### src/shared/pwr_clk_pkg.sv
package pwr_clk_pkg;
    // register offsets (word index on the plain port)
    localparam logic [7:0] PowerCtrlAddr = 8'h23;
    localparam logic [7:0] ClockOutAddr = 8'h29;
    localparam logic [7:0] Led2ResultAddr = 8'h2a;
    localparam logic [7:0] AmbOrLed3ResultAddr = 8'h2b;
    // register width and reset
    localparam int RegWidth = 24;
    localparam logic [23:0] RegReset = 24'h000000;
    // power-down and clock select field positions
    localparam int DynTransmitterOffBit = 20;
    localparam int LedCurrentRangeBit = 17;
    localparam int DynConverterOffBit = 14;
    localparam int InternalOscillatorSelectBit = 9;
    localparam int DynAmplifierOffBit = 4;
    localparam int DynConverterRestOffBit = 3;
    localparam int ReceivePathOffBit = 1;
    localparam int FrontEndOffBit = 0;
    // writable mask of the power-down register
    localparam logic [23:0] PowerCtrlMask = 24'h12421b;
    // clock output register fields
    localparam int ClockPinOutputEnableBit = 9;
    localparam int ClockPinDividerLsb = 1;
    localparam int ClockPinDividerWidth = 4;
    localparam logic [23:0] ClockOutMask = 24'h00021e;
    // largest legal divider code
    localparam logic [3:0] DividerCodeMax = 4'h7;
    // led current code width and full scale code
    localparam int LedCodeWidth = 6;
    localparam logic [5:0] LedCodeFull = 6'h3f;
    // full-scale currents in milliamps for each range setting
    localparam int LowRangeFullMilliamp = 50;
    localparam int HighRangeFullMilliamp = 100;
    // clock rates: system clock and the internal oscillator
    localparam int SysClockHz = 100000000;
    localparam int OscillatorHz = 4000000;
    localparam int OscTickCycles = SysClockHz / OscillatorHz;
    localparam int HalfTickCycles = OscTickCycles / 2;
endpackage

### src/design/power_clock_result_regs.sv
`timescale 1ns/100ps
//
// Behaviour
// transmitter off in dynamic power-down when set
// range bit picks 50mA or 100mA full scale
// converter off in dynamic power-down when set
// oscillator select clear: external clock, pin input
// oscillator select set: internal 4 MHz source
// amplifier off in dynamic power-down when set
// rest of converter off in dynamic power-down
// receive power-off bit powers down receive path
// full power-off bit powers down whole front end
// clock output enable drives internal clock onto pin
// pin clock divided by two to the code
// second LED result read-only 24-bit, reset zero
// one register shows ambient-2 or third LED result
// three-LED mode selects third LED result there
// LED current codes 6-bit, 63 is full scale
//
module power_clock_result_regs (
    // clock and reset
    input wire logic sys_clk,
    input wire logic rst,
    // register port
    input wire logic [7:0] regAddr,
    input wire logic [23:0] regWrData,
    input wire logic regWrite,
    input wire logic regRead,
    output logic [23:0] regRdData,
    // conversion results from the converter
    input wire logic [23:0] secondLedResult,
    input wire logic [23:0] secondAmbientResult,
    input wire logic [23:0] thirdLedResult,
    input wire logic resultStrobe,
    input wire logic threeLedMode,
    // dynamic power-down interval from the timing engine
    input wire logic dynPowerDownActive,
    // first led current code from the current register
    input wire logic [5:0] firstLedCurrentCode,
    // power controls to the analog front end
    output logic transmitterPowerOff,
    output logic converterPowerOff,
    output logic amplifierPowerOff,
    output logic converterRestPowerOff,
    output logic receivePathPowerOff,
    output logic frontEndPowerOff,
    output logic highCurrentRange,
    output logic [6:0] firstLedCurrentMilliamp,
    // clocking
    output logic oscillatorEnable,
    output logic clockPinOut,
    output logic clockPinOutEn,
    output logic clockDividerCodeBad
);

    ////////////////////////////////////////////////////////////////////
    // registers
    logic [23:0] powerCtrl_q; // power-down and clock select
    logic [23:0] clockOut_q; // clock output control
    logic [23:0] led2Result_q; // latched second led result
    logic [23:0] sharedResult_q; // ambient-2 or third led result
    logic [23:0] rdData_q; // read data, valid one cycle after strobe
    logic [23:0] rdData_d;
    logic [23:0] sharedResult_d;

    // address decode
    logic hitPower;
    logic hitClock;
    logic hitLed2;
    logic hitShared;
    assign hitPower = regAddr == pwr_clk_pkg::PowerCtrlAddr;
    assign hitClock = regAddr == pwr_clk_pkg::ClockOutAddr;
    assign hitLed2 = regAddr == pwr_clk_pkg::Led2ResultAddr;
    assign hitShared = regAddr == pwr_clk_pkg::AmbOrLed3ResultAddr;

    // read mux; unmapped addresses read as zero
    assign rdData_d = hitPower ? powerCtrl_q :
                      hitClock ? clockOut_q :
                      hitLed2 ? led2Result_q :
                      hitShared ? sharedResult_q :
                      pwr_clk_pkg::RegReset;
    assign regRdData = rdData_q;

    // control register writes; reserved bits stay zero
    always_ff @(posedge sys_clk or posedge rst) begin
        if (rst) begin
            powerCtrl_q <= pwr_clk_pkg::RegReset;
            clockOut_q <= pwr_clk_pkg::RegReset;
        end else if (regWrite) begin
            if (hitPower) begin
                powerCtrl_q <= regWrData & pwr_clk_pkg::PowerCtrlMask;
            end
            if (hitClock) begin
                clockOut_q <= regWrData & pwr_clk_pkg::ClockOutMask;
            end
        end
    end

    // read data register; stands only in the cycle after the strobe
    always_ff @(posedge sys_clk or posedge rst) begin
        if (rst) begin
            rdData_q <= pwr_clk_pkg::RegReset;
        end else if (regRead) begin
            rdData_q <= rdData_d;
        end else begin
            rdData_q <= pwr_clk_pkg::RegReset;
        end
    end

    ////////////////////////////////////////////////////////////////////
    // results: writes to these addresses are ignored
    // mode chosen at capture so a read never mixes two conversions
    assign sharedResult_d = threeLedMode ? thirdLedResult
                                         : secondAmbientResult;

    always_ff @(posedge sys_clk or posedge rst) begin
        if (rst) begin
            led2Result_q <= pwr_clk_pkg::RegReset;
            sharedResult_q <= pwr_clk_pkg::RegReset;
        end else if (resultStrobe) begin
            led2Result_q <= secondLedResult;
            sharedResult_q <= sharedResult_d;
        end
    end

    ////////////////////////////////////////////////////////////////////
    // power controls
    logic dynTransmitterOff;
    logic dynConverterOff;
    logic dynAmplifierOff;
    logic dynConverterRestOff;
    logic receivePathOff;
    logic frontEndOff;
    assign dynTransmitterOff =
        powerCtrl_q[pwr_clk_pkg::DynTransmitterOffBit];
    assign dynConverterOff = powerCtrl_q[pwr_clk_pkg::DynConverterOffBit];
    assign dynAmplifierOff = powerCtrl_q[pwr_clk_pkg::DynAmplifierOffBit];
    assign dynConverterRestOff =
        powerCtrl_q[pwr_clk_pkg::DynConverterRestOffBit];
    assign receivePathOff = powerCtrl_q[pwr_clk_pkg::ReceivePathOffBit];
    assign frontEndOff = powerCtrl_q[pwr_clk_pkg::FrontEndOffBit];

    // full power-off overrides every other control
    assign transmitterPowerOff = frontEndOff
        | (dynTransmitterOff & dynPowerDownActive);
    assign converterPowerOff = frontEndOff
        | (dynConverterOff & dynPowerDownActive);
    assign amplifierPowerOff = frontEndOff | receivePathOff
        | (dynAmplifierOff & dynPowerDownActive);
    assign converterRestPowerOff = frontEndOff
        | (dynConverterRestOff & dynPowerDownActive);
    assign receivePathPowerOff = frontEndOff | receivePathOff;
    assign frontEndPowerOff = frontEndOff;

    ////////////////////////////////////////////////////////////////////
    // led current range and current estimate
    assign highCurrentRange =
        powerCtrl_q[pwr_clk_pkg::LedCurrentRangeBit];
    // full scale current scaled by code / 63, rounded down
    logic [13:0] milliampProduct;
    logic [6:0] fullScale;
    assign fullScale = highCurrentRange
        ? 7'(pwr_clk_pkg::HighRangeFullMilliamp)
        : 7'(pwr_clk_pkg::LowRangeFullMilliamp);
    assign milliampProduct = 14'(firstLedCurrentCode) * 14'(fullScale);
    assign firstLedCurrentMilliamp =
        7'(milliampProduct / 14'(pwr_clk_pkg::LedCodeFull));

    ////////////////////////////////////////////////////////////////////
    // clock source selection
    logic oscSelect;
    assign oscSelect =
        powerCtrl_q[pwr_clk_pkg::InternalOscillatorSelectBit];
    // oscillator idles in external mode; pin is then an input
    assign oscillatorEnable = oscSelect & ~frontEndOff;

    // 4 MHz oscillator modelled as half-period ticks of the system clock
    logic [4:0] tickCount_q;
    logic halfTick;
    assign halfTick =
        tickCount_q == 5'(pwr_clk_pkg::HalfTickCycles - 1);

    always_ff @(posedge sys_clk or posedge rst) begin
        if (rst) begin
            tickCount_q <= 5'h00;
        end else if (!oscillatorEnable || halfTick) begin
            tickCount_q <= 5'h00;
        end else begin
            tickCount_q <= tickCount_q + 5'h01;
        end
    end

    ////////////////////////////////////////////////////////////////////
    // clock pin output
    logic clockPinEnable;
    logic [3:0] dividerCode;
    assign clockPinEnable = oscillatorEnable
        & clockOut_q[pwr_clk_pkg::ClockPinOutputEnableBit];
    assign dividerCode = clockOut_q[pwr_clk_pkg::ClockPinDividerLsb
        +: pwr_clk_pkg::ClockPinDividerWidth];
    // forbidden codes are flagged; output then runs at the slowest rate
    assign clockDividerCodeBad =
        dividerCode > pwr_clk_pkg::DividerCodeMax;
    logic [3:0] safeCode;
    assign safeCode = clockDividerCodeBad ? pwr_clk_pkg::DividerCodeMax
                                          : dividerCode;
    // pin only driven in oscillator mode, otherwise it takes a clock in
    assign clockPinOutEn = clockPinEnable;

    clock_pin_divider_gen #(
        .CodeWidth(4),
        .StageCount(8)
    ) divider (
        .sysClk(sys_clk),
        .rst(rst),
        .enable(clockPinEnable),
        .halfTick(halfTick),
        .divCode(safeCode),
        .clockPinOut(clockPinOut)
    );

endmodule

### src/design/clock_pin_divider_gen.sv
`timescale 1ns/100ps
// divides the oscillator tick rate by 2**code and drives a square wave
module clock_pin_divider_gen #(
    parameter int CodeWidth = 4,
    parameter int StageCount = 8
) (
    // clock and reset
    input wire logic sysClk,
    input wire logic rst,
    // control
    input wire logic enable,
    input wire logic halfTick,
    input wire logic [CodeWidth-1:0] divCode,
    // output
    output logic clockPinOut
);
    // ripple count of half-oscillator ticks
    logic [StageCount-1:0] stageCount_q;
    logic [StageCount-1:0] stageCount_d;
    logic toggleNow;
    // ones in the stages below the chosen code
    logic [StageCount-1:0] lowMask;
    logic clockPin_q;

    assign stageCount_d = stageCount_q + {{(StageCount-1){1'b0}}, 1'b1};
    assign lowMask = StageCount'((32'h1 << divCode) - 32'h1);
    // toggle when all count bits below the chosen stage are ones
    assign toggleNow = halfTick & (&(stageCount_q | ~lowMask));
    assign clockPinOut = clockPin_q;

    // counter runs only while enabled, so output restarts cleanly low
    always_ff @(posedge sysClk or posedge rst) begin
        if (rst) begin
            stageCount_q <= '0;
            clockPin_q <= 1'b0;
        end else if (!enable) begin
            stageCount_q <= '0;
            clockPin_q <= 1'b0;
        end else if (halfTick) begin
            stageCount_q <= stageCount_d;
            if (toggleNow) begin
                clockPin_q <= ~clockPin_q;
            end
        end
    end
endmodule

### config.mk
export PLATFORM = sky130hd
export DESIGN_NAME = power_clock_result_regs
export DESIGN_NICKNAME = d
export VERILOG_FILES = /design/src/shared/pwr_clk_pkg.sv /design/src/design/power_clock_result_regs.sv /design/src/design/clock_pin_divider_gen.sv
export SDC_FILE = /design/constraint.sdc
export NUM_CORES = 1
export LEC_CHECK = 0
export BUFFER_PORTS_ARGS = -buffer_cell sky130_fd_sc_hd__buf_2
export CORE_ASPECT_RATIO = 1.4
export CORE_UTILIZATION = 30
export DETAILED_ROUTE_END_ITERATION = 7
export HOLD_SLACK_MARGIN = 0.15
export PLACE_DENSITY = 0.52
export SLEW_MARGIN = 20
export SYNTH_ARGS = -nofsm -noshare
export SYNTH_HDL_FRONTEND = slang
export SYNTH_SLANG_ARGS = --single-unit
### constraint.sdc
create_clock -name sys_clk -period 14.2 [get_ports sys_clk]
set_input_delay 4.26 -clock sys_clk [delete_from_list [all_inputs] [get_ports sys_clk]]
set_output_delay 4.26 -clock sys_clk [all_outputs]
set_load 0.05 [all_outputs]
# == Yosys cells after proc, flatten, opt, wreduce, memory -nomap -nowiden ==
# Index checks and enable logic that the tools add are counted.
# word_totals
regBits,99
out_inout_bits,42
word_cells,58
# op_classes
n_addsub,3
n_mul,1
div,1
n_lt_le_gt_ge,1
eq_ne,7
shifts,1
n_mux,14
n_bitwise,16
reduce_logical,6
# op_table
op,n
24-bit 2-to-1 mux,6
8-bit by 6-bit == test with 1-bit output (second input constant),4
8-bit 2-to-1 mux,2
13-bit by 6-bit divider with 14-bit output (second input constant),1
6-bit by 7-bit multiplier with 13-bit output,1
8-bit by 1-bit adder with 8-bit output (second input constant),1
8-bit inverter,1
8-bit OR,1
8-bit AND reduction,1
1-bit by 4-bit << shifter with 8-bit output (first input constant),1
8-bit by 1-bit subtractor with 8-bit output (second input constant),1
1-bit AND,7
7-bit 2-to-1 mux,1
2-bit AND reduction,3
5-bit by 1-bit adder with 5-bit output (second input constant),1
5-bit by 4-bit == test with 1-bit output (second input constant),1
5-bit 2-to-1 mux,1
1-bit OR,5
4-bit by 3-bit > comparator with 1-bit output (second input constant),1
4-bit 2-to-1 mux,1
2-bit inequality test (second input constant),2
1-bit 2-to-1 mux,3
1-bit inverter,2
1-bit logical NOT,1
1-bit logical OR,1

# == Logic depth before layout (Yosys ltp) ==
# logic_depth
depth_word,11
ltp_mapped,27
depth_no_buf,24

# == Modules after synthesis ==
# A second synthesis with hierarchy kept.
# unflattened
cells_unflattened,682
area_unflattened_um2,6576.3
# modules_own_cells
module,instances,cells_each,area_per_inst_um2
power_clock_result_regs,1,619,5983.2
clock_pin_divider_gen,1,63,593.1

# == Worst setup path after synthesis ==
# OpenSTA, ideal clock, no wires.
# synth_path
path_type,input port to output port
from,in firstLedCurrentCode[0]
to,out firstLedCurrentMilliamp[0]
arrival_ns,11.125
t_required_ns,9.940
setup_slack_ns,-1.185
cell_stages,24
path_buffers,1
path_cell_list,and2_1 -> fa_1 -> inv_1 -> fa_1 -> fa_1 -> inv_1 -> ha_1 -> o21ai_1 -> or4b_1 -> o311a_2 -> or4_4 -> nor4_2 -> a221o_1 -> buf_4 -> nand4b_4 -> or3_4 -> o31ai_4 -> a21o_2 -> a21oi_1 -> ha_1 -> o31ai_2 -> o31a_1 -> mux2i_1 -> mux2i_1
# synth_via
elab_chain_cells,2
# synth_rtl
element,line,source
from (decl),power_clock_result_regs.sv:39,"input wire logic [5:0] firstLedCurrentCode,"
6-bit by 7-bit multiplier with 13-bit output,power_clock_result_regs.sv:165,assign milliampProduct = 14'(firstLedCurrentCode) * 14'(fullScale);
13-bit by 6-bit divider with 14-bit output,power_clock_result_regs.sv:167,7'(milliampProduct / 14'(pwr_clk_pkg::LedCodeFull));
to (decl),power_clock_result_regs.sv:48,"output logic [6:0] firstLedCurrentMilliamp,"
# Every way passes these cells.

# == Worst setup path in the final report ==
# Same ends and word-level chain as after synthesis.

==> metrics.yaml <==
multi_input_area_mm2: 0.00396
ios: 159
yosysTopAreaCell: "dfrtp_1"
avgSynthCellArea_um2: 9.77
fp.dieW_um: 125
critPathMaxStageDelay_ns: 0.54
yosys_most_used_dff: "dfrtp_1"
cp_max_fo: 4
power_density_mw_per_mm2: 166
drtIter0Drc: 212
wl_met3_um: 705
end_kind: "output pin"
grt_pass1_vias: 5711
timing.fmax_mhz: 67.5
vias_per_cell: 4.88
cpLargestDelayFamily: "simple AND/OR/NAND/NOR gates"
wl_met2_mm: 9.43
worstPathArrival_ns: 10.55
synth_cells: 645
skew_ns: 0.0104
cp_num_buf_inv: 5
grt.overflow.total: 0
slew-limit-headroom_pct: 39.9
worstSetupStartpointType: "input pin"
synth_top_cell_area_share_pct: 38.9
synth-seq-cells: 98
wirelength_mm: 17.3
grt_pass1_wl_mm: 28.5
area_delta_synth_final_pct: 37.9
rsz0062_at_grt: "yes"
hold_buffers: 0
crit_end: "firstLedCurrentMilliamp[0]"
place_ws_ns: -0.971
yosysWarnings: 0
seq_area_frac_synth_pct: 38.9
start_util_pct: 30.7
hold_viol: 0
leakage_uw: 0.00415
top_layer: "met4"
antenna_cells: 0
route.layer.met1.wl_mm: 7.01
seqCellArea_mm2: 0.00245
grt_max_degree: 73
dp.final_hpwl_mm: 13.6
clk_pin_slew_ns: 0.06
rr_endpoint: "divider.clockPinOut"
core_mm2: 0.0206
drive_gt1_share_pct: 41.0
clockRootBuffer: "clkbuf_16"
outcome: "finished with violations"
avgRoutedWirePerCell_um: 15.1
rows: 62
finalSetupViolCount: 3
drtPass1Iterations: 4
hold_path_class: "flop to flop"
grt_antenna_before_repair: 0
final_core_util_pct: 42.3
cts_buffers: 9
synth_edf_count: 0
r2r-start: "clockOut_q[4]"
failed_checks: "setup timing"
dr_total_vias: 5590
slowest_stage: "or4b_4"
clockBufferDepth: 2
r2r.worst_path.cells: 9
htree_levels: 3
r2r_setup_slack_ns: 12.11
cap_violations: 0
async_flop_share_pct: 100
cp.required_ns: 9.94
ant_nets: 0
criticalPathCategory: "input pin to output pin"
worst_pin_slew_ns: 0.901
clock_sinks: 98
fin_nets: 1037
tns_ns: -1.32
clock_latency_ns: 0.34
drcViolationCount: 0
io_buffer_count: 143
cp-startpoint: "firstLedCurrentCode[0]"
final.setup.worst_slack_ns: -0.606
synth_area_leaders: "dfrtp_1 39%, mux2_2 7.5%, nor2_1 5.1%"
ys_types: 78
min_period_over_period_pct: 104
chipHeight_um: 174
die_area_mm2: 0.0216
place_congestion: 0.806
crit_cells: 25
fin_crit_ns: 14.81
drv_slew: 0
grt_usage_pct: 16.4
syn_area_mm2: 0.00630
ir_drop_mv: 0.170
cts_tree: "built"
fillers: 2107
==> registers in the layout (all words and copies together) (netlist names) <==
| register | flops |
|---|---|
| clockOut_q | 5 |
| divider.clockPinOut | 1 |
| divider.stageCount_q | 7 |
| led2Result_q | 24 |
| powerCtrl_q | 8 |
| regRdData | 24 |
| sharedResult_q | 24 |
| tickCount_q | 5 |
==> kinds of logic (layout without fill, tap and decap cells) <==
family / Yosys count / count (layout) / share of synthesized area (%)
AND/OR/NAND/NOR: 207 / 207 / 16.5
AO/OA/AOI/OAI: 148 / 149 / 16.9
flip-flops: 98 / 98 / 38.9
multiplexers: 71 / 71 / 12.1
buffers and inverters: 57 / 297 / 3.47
adder cells (fa/ha/maj): 36 / 36 / 8.42
XOR/XNOR: 26 / 26 / 3.61
other: 2 / 6 / 0.119
==> report_power, final <==
part	internal (µW)	switching [µW]
combinational	427	477
sequential	295	10.7
clock	125	106
==> cells in the final DEF (no fill, tap or decap), types with 4 or more instances in the layout <==
| cell type | n |
|---|---|
| and2_1 | 6 |
| buf_2 | 139 |
| nor2_1 | 83 |
| buf_6 | 9 |
| conb_1 | 6 |
| nand2_1 | 25 |
| dfrtp_1 | 98 |
| or2_2 | 4 |
| mux2_2 | 42 |
| a21oi_1 | 42 |
| nor3_1 | 15 |
| a21o_1 | 7 |
| nand2b_1 | 8 |
| inv_1 | 27 |
| fa_1 | 11 |
| o21ai_0 | 12 |
| clkbuf_16 | 9 |
| nor4_1 | 4 |
| and3_1 | 4 |
| xor2_1 | 9 |
| mux2i_1 | 27 |
| xnor2_1 | 16 |
| ha_1 | 21 |
| nand3_1 | 12 |
| nor2b_1 | 16 |
| buf_4 | 103 |
| a22oi_1 | 20 |
==> area by class of cell <==
cell class | instances | share of cell area [%]
Clock buffer | 11 | 2.79
Clock inverter | 5 | 0.446
Inverter | 30 | 1.32
Tap cell | 256 | 3.68
Sequential cell | 98 | 28.2
Timing Repair Buffer | 251 | 18.1
Multi-Input combinational cell | 495 | 45.5
==> stage by stage <==
stage               hold slack [ns]  total power [µW]  instance area (µm²)  cells
finish                        0.457              1440                 8690   1146
floorplan                     0.433               813                 6460    649
global placement              0.454              1110                 8180   1127
detailed placement            0.457              1120                 8180   1127
CTS                           0.465              1410                 8570   1144
global route                  0.496              1540                 8690   1146
==> how the worst min path moves through the flow <==
stage / from / cells past startpoint / to
2_1_floorplan: tickCount_q[0] / 1 / tickCount_q[0]
3_3_place_gp: tickCount_q[0] / 1 / tickCount_q[0]
3_5_place_dp: tickCount_q[0] / 1 / tickCount_q[0]
4_1_cts: tickCount_q[0] / 1 / tickCount_q[0]
5_1_grt: tickCount_q[0] / 1 / tickCount_q[0]
6_report: tickCount_q[0] / 1 / tickCount_q[0]
==> timing repair <==
item                                    4_1_cts  5_1_grt
cloned                                        1        0
pin swaps                                    13       16
gates resized for setup                      25       21
endpoints found under the setup margin        3        3
hold endpoints to repair                      0        0
buffers inserted                              0        2
==> metal layers <==
layer  up-vias  track usage, %
met5         -               0
met4         0            4.22
met3         8            2.78
met2       122            31.2
met1      2661            18.6
li1       2799               -
==> cells in the mapped netlist (7+ instances only) <==
cell,instances
a22oi_1,20
xor2_1,9
nor2_1,86
nor2b_1,17
a21oi_1,44
ha_1,24
fa_1,11
mux2_2,42
clkbuf_1,21
nor3_1,15
dfrtp_1,98
inv_1,30
mux2i_1,29
nand2b_1,8
and2_1,9
a21o_1,7
xnor2_1,17
nand2_1,26
o21ai_0,15
nand3_1,13
Power figures use the tool's default switching activity.
